==> src/essq_pkg.sv <==
/*
  package for the emergency-stop safe-stop sequencer: register map,
  field positions, reset values, timing counts and shared types.
  assumes a single 200 MHz clock and a synchronous active-low reset.
*/
// Function
// - time mode: stop starts sequence and timer
// - zero speed in timer: torque-off, lamp on
// - optional extra delay before torque-off
// - timer expiry after torque-off does nothing
// - expiry above zero speed: limit hit, torque-off
// - after limit hit, lamp and ack at zero
// - reset press when permitted acknowledges stop
// - acknowledge releases torque-off, lamp off
// - limit hit raises fault to drive
// - ramp mode: drive ramps, device checks window
// - ramp mode zero speed: torque-off, lamp on
// - ramp mode window exit: limit hit, torque-off
// - category 0: immediate torque-off
// - category 1: decelerate first, then torque-off
// - restart needs release, reset, fault reset, start
// - drive test pulses onto stop inputs
// - channel mismatch is redundancy fault, torque-off
package essq_pkg;
  // register byte offsets
  localparam logic [7:0] ESSQ_CTRL = 8'h00; // mode, fault select
  localparam logic [7:0] ESSQ_MON_DLY = 8'h04; // stop monitor delay
  localparam logic [7:0] ESSQ_ZS_DLY = 8'h08; // zero-speed torque-off delay
  localparam logic [7:0] ESSQ_ZS_LIM = 8'h0c; // zero speed limit
  localparam logic [7:0] ESSQ_WIN_HI = 8'h10; // ramp window upper
  localparam logic [7:0] ESSQ_WIN_LO = 8'h14; // ramp window lower
  localparam logic [7:0] ESSQ_STATE = 8'h18; // live state
  localparam logic [7:0] ESSQ_IRQ_ST = 8'h1c; // sticky events
  localparam logic [7:0] ESSQ_IRQ_MSK = 8'h20; // event mask
  // ctrl fields
  localparam int ESSQ_CTRL_MODE_LSB = 0; // two bits
  localparam int ESSQ_CTRL_FSEL = 2; // limit-hit fault select
  localparam logic [31:0] ESSQ_CTRL_RST = 32'h0000_0005;
  // stop modes
  localparam logic [1:0] ESSQ_MODE_CAT0 = 2'h0;
  localparam logic [1:0] ESSQ_MODE_TIME = 2'h1;
  localparam logic [1:0] ESSQ_MODE_RAMP = 2'h2;
  // event bits
  localparam int ESSQ_EV_STOP = 0;
  localparam int ESSQ_EV_LIMIT = 1;
  localparam int ESSQ_EV_REDUN = 2;
  localparam int ESSQ_EV_ACK = 3;
  localparam int ESSQ_EV_W = 4;
  // timing: test pulse period and width, redundancy tolerance
  localparam int ESSQ_CLK_MHZ = 200;
  localparam int ESSQ_TP_PERIOD_US = 1000;
  localparam int ESSQ_TP_WIDTH_US = 1;
  localparam int ESSQ_DISC_US = 10;
  localparam logic [19:0] ESSQ_TP_PERIOD_CYC =
    20'(ESSQ_TP_PERIOD_US * ESSQ_CLK_MHZ);
  localparam logic [19:0] ESSQ_TP_WIDTH_CYC =
    20'(ESSQ_TP_WIDTH_US * ESSQ_CLK_MHZ);
  localparam logic [19:0] ESSQ_DISC_CYC = 20'(ESSQ_DISC_US * ESSQ_CLK_MHZ);
  localparam logic [19:0] ESSQ_TP_SETTLE_CYC = 20'd8;
  // configuration bundle sampled while stopped
  typedef struct packed {
    logic [1:0] mode;
    logic fault_sel;
    logic [31:0] mon_dly;
    logic [31:0] zs_dly;
    logic [15:0] zs_lim;
    logic [15:0] win_hi;
    logic [15:0] win_lo;
  } essq_cfg_t;
  // sequencer states
  typedef enum logic [6:0] {
    ST_RUN = 7'h01,
    ST_DECEL = 7'h02,
    ST_ZS_WAIT = 7'h04,
    ST_STOPPED = 7'h08,
    ST_LIMIT = 7'h10,
    ST_ACK_OK = 7'h20,
    ST_REDUN = 7'h40
  } essq_state_t;
endpackage : essq_pkg

==> src/essq_sequencer.sv <==
/*
  emergency-stop sequencer with register slave on axi4-lite.
  assumes a two-channel stop button and reset button on pins, an unsigned
  encoder speed magnitude on the system clock, one axi master.
*/
// Decided for this implementation: the register addresses and the AXI4-Lite register port.
`timescale 1ns/1ps
`default_nettype none
module essq_sequencer import essq_pkg::*; (
  // clock and reset
  input wire logic clk_i,
  input wire logic rst_b_i,
  // button pins, active high when pressed
  input wire logic stop_ch_a_i,
  input wire logic stop_ch_b_i,
  input wire logic reset_btn_i,
  // encoder speed magnitude, same clock
  input wire logic [15:0] speed_i,
  input wire logic motor_stopped_i,
  // drive side
  output logic torque_off_o,
  output logic drive_fault_o,
  output logic lamp_o,
  output logic input_test_pulse_o,
  output logic irq_o,
  // axi4-lite write
  input wire logic [7:0] s_awaddr_i,
  input wire logic s_awvalid_i,
  output logic s_awready_o,
  input wire logic [31:0] s_wdata_i,
  input wire logic [3:0] s_wstrb_i,
  input wire logic s_wvalid_i,
  output logic s_wready_o,
  output logic [1:0] s_bresp_o,
  output logic s_bvalid_o,
  input wire logic s_bready_i,
  // axi4-lite read
  input wire logic [7:0] s_araddr_i,
  input wire logic s_arvalid_i,
  output logic s_arready_o,
  output logic [31:0] s_rdata_o,
  output logic [1:0] s_rresp_o,
  output logic s_rvalid_o,
  input wire logic s_rready_i
);
  // pin synchronisers, two stages each
  logic [2:0] pin_s1_q, pin_s2_q;
  always_ff @(posedge clk_i) begin
    if (!rst_b_i) begin
      pin_s1_q <= 3'h0;
      pin_s2_q <= 3'h0;
    end else begin
      pin_s1_q <= {reset_btn_i, stop_ch_b_i, stop_ch_a_i};
      pin_s2_q <= pin_s1_q;
    end
  end
  wire ch_a = pin_s2_q[0];
  wire ch_b = pin_s2_q[1];
  wire rst_btn = pin_s2_q[2];

  // register storage
  logic [31:0] ctrl_q, mon_q, zsd_q;
  logic [15:0] zsl_q, whi_q, wlo_q;
  logic [ESSQ_EV_W-1:0] ev_q, ev_d, msk_q;
  essq_cfg_t cfg_q; // configuration in use
  essq_state_t st_q, st_d;

  // test pulse generator: brief high pulses on stop circuit
  logic [19:0] tp_cnt_q;
  logic tp_q;
  wire tp_wrap = (tp_cnt_q == ESSQ_TP_PERIOD_CYC - 20'd1);
  always_ff @(posedge clk_i) begin
    if (!rst_b_i) begin
      tp_cnt_q <= 20'h0;
      tp_q <= 1'b0;
    end else begin
      tp_cnt_q <= tp_wrap ? 20'h0 : tp_cnt_q + 20'd1;
      tp_q <= (tp_cnt_q < ESSQ_TP_WIDTH_CYC);
    end
  end
  // readings taken during and just after a pulse are masked
  wire tp_blank = (tp_cnt_q < ESSQ_TP_WIDTH_CYC + ESSQ_TP_SETTLE_CYC);

  // channel discrepancy timer
  logic [19:0] disc_q;
  wire mismatch = (ch_a != ch_b) && !tp_blank;
  always_ff @(posedge clk_i) begin
    if (!rst_b_i) disc_q <= 20'h0;
    else disc_q <= mismatch ? disc_q + 20'd1 : 20'h0;
  end
  wire redun_fault = (disc_q >= ESSQ_DISC_CYC);
  wire stop_req = (ch_a || ch_b) && !tp_blank;
  wire stop_rel = !ch_a && !ch_b && !tp_blank;

  // reset button rising edge
  logic rst_btn_q;
  always_ff @(posedge clk_i) begin
    if (!rst_b_i) rst_btn_q <= 1'b0;
    else rst_btn_q <= rst_btn;
  end
  wire rst_press = rst_btn && !rst_btn_q;

  // speed comparisons
  wire at_zero = (speed_i <= cfg_q.zs_lim);
  wire out_win = (speed_i > cfg_q.win_hi) || (speed_i < cfg_q.win_lo);

  // stop monitor and zero-speed delay counters
  logic [31:0] mon_cnt_q, zs_cnt_q;
  wire mon_exp = (mon_cnt_q == 32'h0);
  wire zs_done = (zs_cnt_q == 32'h0);
  wire time_mode = (cfg_q.mode == ESSQ_MODE_TIME);
  wire ramp_mode = (cfg_q.mode == ESSQ_MODE_RAMP);

  // next state
  always_comb begin
    st_d = st_q;
    unique case (st_q)
      ST_RUN: begin
        if (redun_fault) st_d = ST_REDUN;
        else if (stop_req && cfg_q.mode == ESSQ_MODE_CAT0)
          st_d = ST_LIMIT;
        else if (stop_req) st_d = ST_DECEL;
      end
      ST_DECEL: begin
        if (redun_fault) st_d = ST_REDUN;
        else if (at_zero) st_d = ST_ZS_WAIT;
        else if (time_mode && mon_exp) st_d = ST_LIMIT;
        else if (ramp_mode && out_win) st_d = ST_LIMIT;
      end
      ST_ZS_WAIT: begin
        if (redun_fault) st_d = ST_REDUN;
        else if (zs_done) st_d = ST_STOPPED;
      end
      ST_STOPPED, ST_ACK_OK: begin
        // expiry of the monitor timer is ignored here
        if (redun_fault) st_d = ST_REDUN;
        else if (rst_press && stop_rel) st_d = ST_RUN;
      end
      ST_LIMIT: begin
        if (at_zero) st_d = ST_ACK_OK;
      end
      ST_REDUN: begin
        if (!mismatch && disc_q == 20'h0 && at_zero && stop_rel
            && rst_press) st_d = ST_RUN;
      end
      default: st_d = ST_REDUN;
    endcase
  end
  // presses in states other than ST_STOPPED, ST_ACK_OK and ST_REDUN fall through unchanged

  // state, counters, configuration sample
  wire cfg_load = (st_q == ST_RUN) && motor_stopped_i;
  always_ff @(posedge clk_i) begin
    if (!rst_b_i) begin
      st_q <= ST_RUN;
      mon_cnt_q <= 32'h0;
      zs_cnt_q <= 32'h0;
      cfg_q <= '0;
    end else begin
      st_q <= st_d;
      if (cfg_load) cfg_q <= {ctrl_q[1:0], ctrl_q[ESSQ_CTRL_FSEL], mon_q,
                              zsd_q, zsl_q, whi_q, wlo_q};
      if (st_q == ST_RUN) mon_cnt_q <= cfg_q.mon_dly;
      else if (!mon_exp) mon_cnt_q <= mon_cnt_q - 32'd1;
      if (st_q != ST_ZS_WAIT) zs_cnt_q <= cfg_q.zs_dly;
      else if (!zs_done) zs_cnt_q <= zs_cnt_q - 32'd1;
    end
  end

  // outputs from flops
  wire sto_d = (st_d != ST_RUN) && (st_d != ST_DECEL) && (st_d != ST_ZS_WAIT);
  wire lamp_d = (st_d == ST_STOPPED) || (st_d == ST_ACK_OK);
  wire limit_ev = (st_d == ST_LIMIT) && (st_q != ST_LIMIT);
  logic fault_q;
  always_ff @(posedge clk_i) begin
    if (!rst_b_i) begin
      torque_off_o <= 1'b0;
      lamp_o <= 1'b0;
      fault_q <= 1'b0;
      input_test_pulse_o <= 1'b0;
    end else begin
      torque_off_o <= sto_d;
      lamp_o <= lamp_d;
      input_test_pulse_o <= tp_q;
      // drive clears its own copy; ours holds until the next run
      if (limit_ev && st_q != ST_RUN && cfg_q.fault_sel) fault_q <= 1'b1;
      else if (st_q == ST_RUN && st_d == ST_RUN) fault_q <= 1'b0;
    end
  end
  always_comb drive_fault_o = fault_q;

  // event capture, set wins over read-clear
  wire [ESSQ_EV_W-1:0] ev_set = {
    (st_q == ST_ACK_OK || st_q == ST_STOPPED) && st_d == ST_RUN,
    st_d == ST_REDUN && st_q != ST_REDUN, limit_ev,
    st_q == ST_RUN && st_d != ST_RUN};
  logic ev_rd_clr;
  always_comb ev_d = (ev_rd_clr ? '0 : ev_q) | ev_set;

  // axi4-lite write path
  logic aw_hold_q, w_hold_q;
  logic [7:0] aw_addr_q;
  logic [31:0] w_data_q;
  wire do_wr = aw_hold_q && w_hold_q && !s_bvalid_o;
  always_ff @(posedge clk_i) begin
    if (!rst_b_i) begin
      aw_hold_q <= 1'b0;
      w_hold_q <= 1'b0;
      aw_addr_q <= 8'h0;
      w_data_q <= 32'h0;
      s_bvalid_o <= 1'b0;
      s_bresp_o <= 2'h0;
      ctrl_q <= ESSQ_CTRL_RST;
      mon_q <= 32'h0;
      zsd_q <= 32'h0;
      zsl_q <= 16'h0;
      whi_q <= 16'hffff;
      wlo_q <= 16'h0;
      msk_q <= '0;
    end else begin
      if (s_awvalid_i && s_awready_o) begin
        aw_hold_q <= 1'b1;
        aw_addr_q <= s_awaddr_i;
      end
      if (s_wvalid_i && s_wready_o) begin
        w_hold_q <= 1'b1;
        w_data_q <= s_wdata_i;
      end
      if (do_wr) begin
        aw_hold_q <= 1'b0;
        w_hold_q <= 1'b0;
        s_bvalid_o <= 1'b1;
        s_bresp_o <= 2'h0;
        unique case (aw_addr_q)
          ESSQ_CTRL: ctrl_q <= w_data_q;
          ESSQ_MON_DLY: mon_q <= w_data_q;
          ESSQ_ZS_DLY: zsd_q <= w_data_q;
          ESSQ_ZS_LIM: zsl_q <= w_data_q[15:0];
          ESSQ_WIN_HI: whi_q <= w_data_q[15:0];
          ESSQ_WIN_LO: wlo_q <= w_data_q[15:0];
          ESSQ_IRQ_MSK: msk_q <= w_data_q[ESSQ_EV_W-1:0];
          ESSQ_STATE, ESSQ_IRQ_ST: ;
          default: s_bresp_o <= 2'h2;
        endcase
      end else if (s_bvalid_o && s_bready_i) s_bvalid_o <= 1'b0;
    end
  end
  always_comb s_awready_o = !aw_hold_q;
  always_comb s_wready_o = !w_hold_q;

  // axi4-lite read path
  logic [31:0] rd_mux;
  logic rd_ok;
  always_comb begin
    rd_ok = 1'b1;
    unique case (s_araddr_i)
      ESSQ_CTRL: rd_mux = ctrl_q;
      ESSQ_MON_DLY: rd_mux = mon_q;
      ESSQ_ZS_DLY: rd_mux = zsd_q;
      ESSQ_ZS_LIM: rd_mux = {16'h0, zsl_q};
      ESSQ_WIN_HI: rd_mux = {16'h0, whi_q};
      ESSQ_WIN_LO: rd_mux = {16'h0, wlo_q};
      ESSQ_STATE: rd_mux = {22'h0, fault_q, torque_off_o, 1'b0, st_q};
      ESSQ_IRQ_ST: rd_mux = {28'h0, ev_q};
      ESSQ_IRQ_MSK: rd_mux = {28'h0, msk_q};
      default: begin
        rd_mux = 32'h0;
        rd_ok = 1'b0;
      end
    endcase
  end
  always_comb s_arready_o = !s_rvalid_o;
  always_comb ev_rd_clr = s_arvalid_i && s_arready_o
                          && s_araddr_i == ESSQ_IRQ_ST;
  always_ff @(posedge clk_i) begin
    if (!rst_b_i) begin
      s_rvalid_o <= 1'b0;
      s_rdata_o <= 32'h0;
      s_rresp_o <= 2'h0;
      ev_q <= '0;
      irq_o <= 1'b0;
    end else begin
      ev_q <= ev_d;
      irq_o <= |(ev_d & msk_q);
      if (s_arvalid_i && s_arready_o) begin
        s_rvalid_o <= 1'b1;
        s_rdata_o <= rd_mux;
        s_rresp_o <= rd_ok ? 2'h0 : 2'h2;
      end else if (s_rready_i) s_rvalid_o <= 1'b0;
    end
  end

  // checks
  limit_sto_a: assert property (@(posedge clk_i) disable iff (!rst_b_i)
    st_q == ST_LIMIT |-> torque_off_o) else $error("no torque-off");
  ramp_exit_a: assert property (@(posedge clk_i) disable iff (!rst_b_i)
    st_q == ST_DECEL && ramp_mode && !at_zero && out_win && !redun_fault
    |=> st_q == ST_LIMIT) else $error("window exit missed");
  ack_lamp_a: assert property (@(posedge clk_i) disable iff (!rst_b_i)
    st_q == ST_ACK_OK |-> lamp_o) else $error("lamp off at ack");
  release_a: assert property (@(posedge clk_i) disable iff (!rst_b_i)
    st_q == ST_RUN && $past(st_q) == ST_ACK_OK |-> !torque_off_o && !lamp_o)
    else $error("release wrong");
  early_reset_a: assert property (@(posedge clk_i) disable iff (!rst_b_i)
    st_q == ST_LIMIT && rst_press && !at_zero |=> st_q == ST_LIMIT)
    else $error("early reset taken");
  cat0_sto_a: assert property (@(posedge clk_i) disable iff (!rst_b_i)
    st_q == ST_RUN && stop_req && cfg_q.mode == ESSQ_MODE_CAT0
    |=> torque_off_o) else $error("cat0 slow");
  decel_free_a: assert property (@(posedge clk_i) disable iff (!rst_b_i)
    st_q == ST_DECEL |-> !torque_off_o) else $error("early sto");
  zs_delay_a: assert property (@(posedge clk_i) disable iff (!rst_b_i)
    st_q == ST_ZS_WAIT && !zs_done && !redun_fault |=> st_q == ST_ZS_WAIT)
    else $error("delay skipped");
  redun_sto_a: assert property (@(posedge clk_i) disable iff (!rst_b_i)
    st_q == ST_REDUN |-> torque_off_o) else $error("redun open");
  cfg_hold_a: assert property (@(posedge clk_i) disable iff (!rst_b_i)
    st_q != ST_RUN |=> $stable(cfg_q)) else $error("cfg moved");
  limit_c: cover property (@(posedge clk_i) st_q == ST_LIMIT);
  zs_c: cover property (@(posedge clk_i) st_q == ST_STOPPED);
  redun_c: cover property (@(posedge clk_i) st_q == ST_REDUN);
endmodule : essq_sequencer
`default_nettype wire

==> config.mk <==
export PLATFORM = sky130hd
export DESIGN_NAME = essq_sequencer
export DESIGN_NICKNAME = d
export VERILOG_FILES = /design/src/essq_pkg.sv /design/src/essq_sequencer.sv
export SDC_FILE = /design/constraint.sdc
export NUM_CORES = 1
export LEC_CHECK = 0
export BUFFER_PORTS_ARGS = -buffer_cell sky130_fd_sc_hd__buf_4
export CAP_MARGIN = 20
export CORE_MARGIN = 2
export CORE_UTILIZATION = 55
export CTS_BUF_LIST = sky130_fd_sc_hd__clkbuf_2
export CTS_CLUSTER_SIZE = 25
export DETAILED_ROUTE_END_ITERATION = 7
export GPL_ROUTABILITY_DRIVEN = 0
export PLACE_DENSITY = 0.71
export SYNTH_ARGS = -nofsm -noshare
export SYNTH_HDL_FRONTEND = slang
export SYNTH_SLANG_ARGS = --single-unit
export TNS_END_PERCENT = 1
==> constraint.sdc <==
create_clock -name clk_i -period 3.2 [get_ports clk_i]
set_clock_uncertainty 0.15 [all_clocks]
set_input_delay 0.32 -clock clk_i [delete_from_list [all_inputs] [get_ports clk_i]]
set_output_delay 0.32 -clock clk_i [all_outputs]
set_load 0.05 [all_outputs]
==> out/results.ini <==
[outcome]
status = completed

[global_route]
grt_pass1_vias = 19300
antenna_found_initial = 1
grt_pass1_wl_um = 98300
gr-usage-all-layers_pct = 32.1
grt_remaining_overflow = 0
grt_max_degree = 98

[synth]
synth_area_per_cell_um2 = 8.07
ys_ff_latch = 469
syn_area_um2 = 20200
synth_seq_area_share_pct = 46.6
synth_warnings = 0
synth-main-ff-cell = dfxtp_1
syn_inst = 2500
async_flop_share_pct = 0
synth_cell_types = 68
synth_edf_count = 0

[power]
p_int_mw = 8.39
pwr-share-comb_pct = 17.3
p_sw_mw = 3.85
seq_power_share_pct = 51.2
clock_power_share_pct = 31.5
finalPower_mw = 12.2
ir_worst_vdd_mv = 0.353
power_density_nw_per_um2 = 499
swShare_pct = 31.4
p_leak_nw = 9.57

[placed_design]
post_dp_cell_area_um2 = 21500
dp_slack_ns = 0.197
portBuffers = 118
dp_hpwl_um = 37900

[die]
num_rows = 70
start_util_pct = 55.5
die_width_um = 196
core_area_um2 = 36300
num_io_pins = 125
die_h_um = 196
die_area_um2 = 38200

[hold_path]
hp-class = in -> reg
min_path_cells = 8
hold_end = drive_fault_o
min-delay-start = speed_i[2]

[detailed_routing]
antenna_left = 0
vias = 19500
drtIter0Drc = 1870
drt_first_pass_iters = 6
drc_errors = 0
routed_wirelength_um = 62500
wl_per_cell_um = 18.5
vias_per_cell = 5.79

[critical_path]
crit_chain = dlygate4sd3_1 -> buf_4 -> dlygate4sd3_1 -> nor2_1 -> dlygate4sd3_1 -> nand2_1 -> nor3_2 -> dlygate4sd3_1 -> a22oi_1 -> a31oi_1 -> dlygate4sd3_1
slowest_stage = dlygate4sd3_1
path_max_fanout = 4
critPathBufInv = 6
cpMostUsedCell = dlygate4sd3_1
r2r-start = zs_cnt_q[24]
r2r_cells = 9
worstPathRequired_ns = 4.01
ff2ff_setup_slack_ns = 0.11
critPathArrivalTime_ns = 3.92
start_kind = input port
cp-end-kind = flip-flop
critPathKind = in -> reg
critPathTopFamily = buffers and inverters
r2r-end = torque_off_o
cpPeakStageDelay_ns = 0.66

[sta]
slew_viol_final = 0
hold_violations = 0
fin_hold_ws_ns = 0.0851
setup_slack_ns = 0.0965
setup_violations = 0
fin_tns_setup_ns = 0
worst_slew_pin_slew_ns = 0.979
period_needed_ns = 3.10
fmax_mhz = 322
finalCritPeriodShare_pct = 97.0
maxSlewHeadroom_pct = 34.6

[job]
cap_violations = 0

[final_layout]
final_common_cell = nand2_1
mostFrequentLayoutCells = nand2_1 (609), dfxtp_1 (469), a21oi_1 (304), nor2_1 (219), dlygate4sd3_1 (194)
fill_cells = 2945
syn2layout_area_growth_pct = 21.5
fin_nets = 2962
fin_area_um2 = 24500
drive_gt1_share_pct = 13.2

[clock_network]
cts.clk_slew.worst_paths_ns = 0.11
htreeDepth = 3
cts_sinks = 469
ctsRootBufferMaster = clkbuf_2
numCtsBuffers = 115
cts_tree = built
cts_max_path_buffers = 3
insertion_delay_ns = 1.11

layer usage:
layer  routed length [µm]  GRT usage (%)
met2                29300           53.0
met1                25500           39.9
met3                 5210           6.84
met5                    0              0
met4                 2460           16.0
cell type report:
| cell class | count | area (µm²) | share of cell area, % |
|---|---|---|---|
| repair buffers | 370 | 3350 | 13.7 |
| clock buffers | 166 | 831 | 3.39 |
| multi-input cells | 1804 | 9950 | 40.6 |
| inverters | 69 | 267 | 1.09 |
| well taps | 468 | 586 | 2.39 |
| flip-flops and latches | 469 | 9390 | 38.3 |
| clock inverters | 23 | 130 | 0.531 |
| diodes | 1 | 2.50 | 0.0102 |
worst reg2reg max path, delay by kind of cell (launching register included):
| kind | cells | cell delay [ns] |
|---|---|---|
| buffers and inverters | 2 | 0.36 |
| AO/OA/AOI/OAI | 2 | 0.44 |
| AND/OR/NAND/NOR | 5 | 1.66 |
| flip-flops | 1 | 0.36 |
Yosys cell counts (all sizes together), types with 4 or more instances:
| library cell | n | area, µm² |
|---|---|---|
| a211oi | 34 | 260 |
| a21o | 4 | 30.0 |
| a21oi | 304 | 1520 |
| a221oi | 28 | 245 |
| a222oi | 22 | 220 |
| a22oi | 28 | 210 |
| a31oi | 10 | 62.6 |
| and2 | 23 | 144 |
| and3 | 16 | 100 |
| buf | 18 | 101 |
| clkbuf | 140 | 526 |
| dfxtp | 469 | 9390 |
| ha | 54 | 676 |
| inv | 68 | 255 |
| mux2i | 64 | 641 |
| nand2 | 610 | 2290 |
| nand2b | 8 | 50.1 |
| nand3 | 53 | 265 |
| nand3b | 4 | 30.0 |
| nand4 | 22 | 138 |
| nor2 | 221 | 830 |
| nor2b | 13 | 81.3 |
| nor3 | 47 | 235 |
| nor3b | 8 | 65.1 |
| nor4 | 25 | 193 |
| nor4b | 5 | 58.8 |
| o211ai | 6 | 45.0 |
| o21ai | 43 | 215 |
| o31ai | 5 | 37.5 |
| or3 | 10 | 67.6 |
| or4 | 14 | 119 |
| xnor2 | 37 | 324 |
| xor2 | 48 | 420 |
sequential cells by signal, summed over array words and instances, names as in the netlist, 20 cells and up:
register	flops
cfg_q	115
ctrl_q	32
disc_q	20
mon_cnt_q	32
mon_q	32
s_rdata_o	32
tp_cnt_q	20
w_data_q	32
zs_cnt_q	32
zsd_q	32
per-stage QoR:
| stage | instances | util (%) |
|---|---|---|
| after global placement | 2982 | 59.2 |
| after detailed placement | 2982 | 59.2 |
| final | 3370 | 67.4 |
| after floorplan | 2501 | - |
| after global routing | 3370 | 67.4 |
| after CTS | 3365 | 67.2 |
power groups by stage:
stage	Combinational, mW	Clock, mW	Sequential, mW
2_1_floorplan	1.22	0	6.41
3_3_place_gp	1.79	0	6.37
3_5_place_dp	1.84	0	6.38
4_1_cts	2.03	3.89	6.24
5_1_grt	2.31	4.20	6.29
6_report	2.11	3.86	6.26
worst max-delay path by stage:
stage | start | depth (start not counted) | end | slack, ns
floorplan | w_hold_q | 8 | zsl_q[10] | 0.42
global placement | zs_cnt_q[24] | 8 | lamp_o | 0.30
detailed placement | zs_cnt_q[24] | 7 | zs_cnt_q[20] | 0.20
CTS | mon_cnt_q[15] | 8 | st_q[1] | 0.06
global route | zs_cnt_q[24] | 9 | torque_off_o | -0.0008
finish | s_araddr_i[6] | 11 | s_rdata_o[0] | 0.1
kinds of logic (layout without fill, tap and decap cells):
group / after synthesis / after routing / synth area share (%)
muxes: 64 / 64 / 3.18
and+or+nand+nor: 1088 / 1088 / 23.5
xor gates and xnor gates: 85 / 85 / 3.69
other: 1 / 3 / 0.0186
DFF: 469 / 469 / 46.6
adders and majority gates: 54 / 54 / 3.35
AOI/OAI and AO/OA: 511 / 511 / 15.3
buffers and inverters: 228 / 628 / 4.45
what timing repair did:
item,in CTS,in global routing
buffers inserted,0,3
gates resized for setup,0,7
hold buffers,194,0
endpoints found under the hold margin,464,0
setup endpoints to repair,0,5
Note: power is estimated with default switching activity, not from simulation.
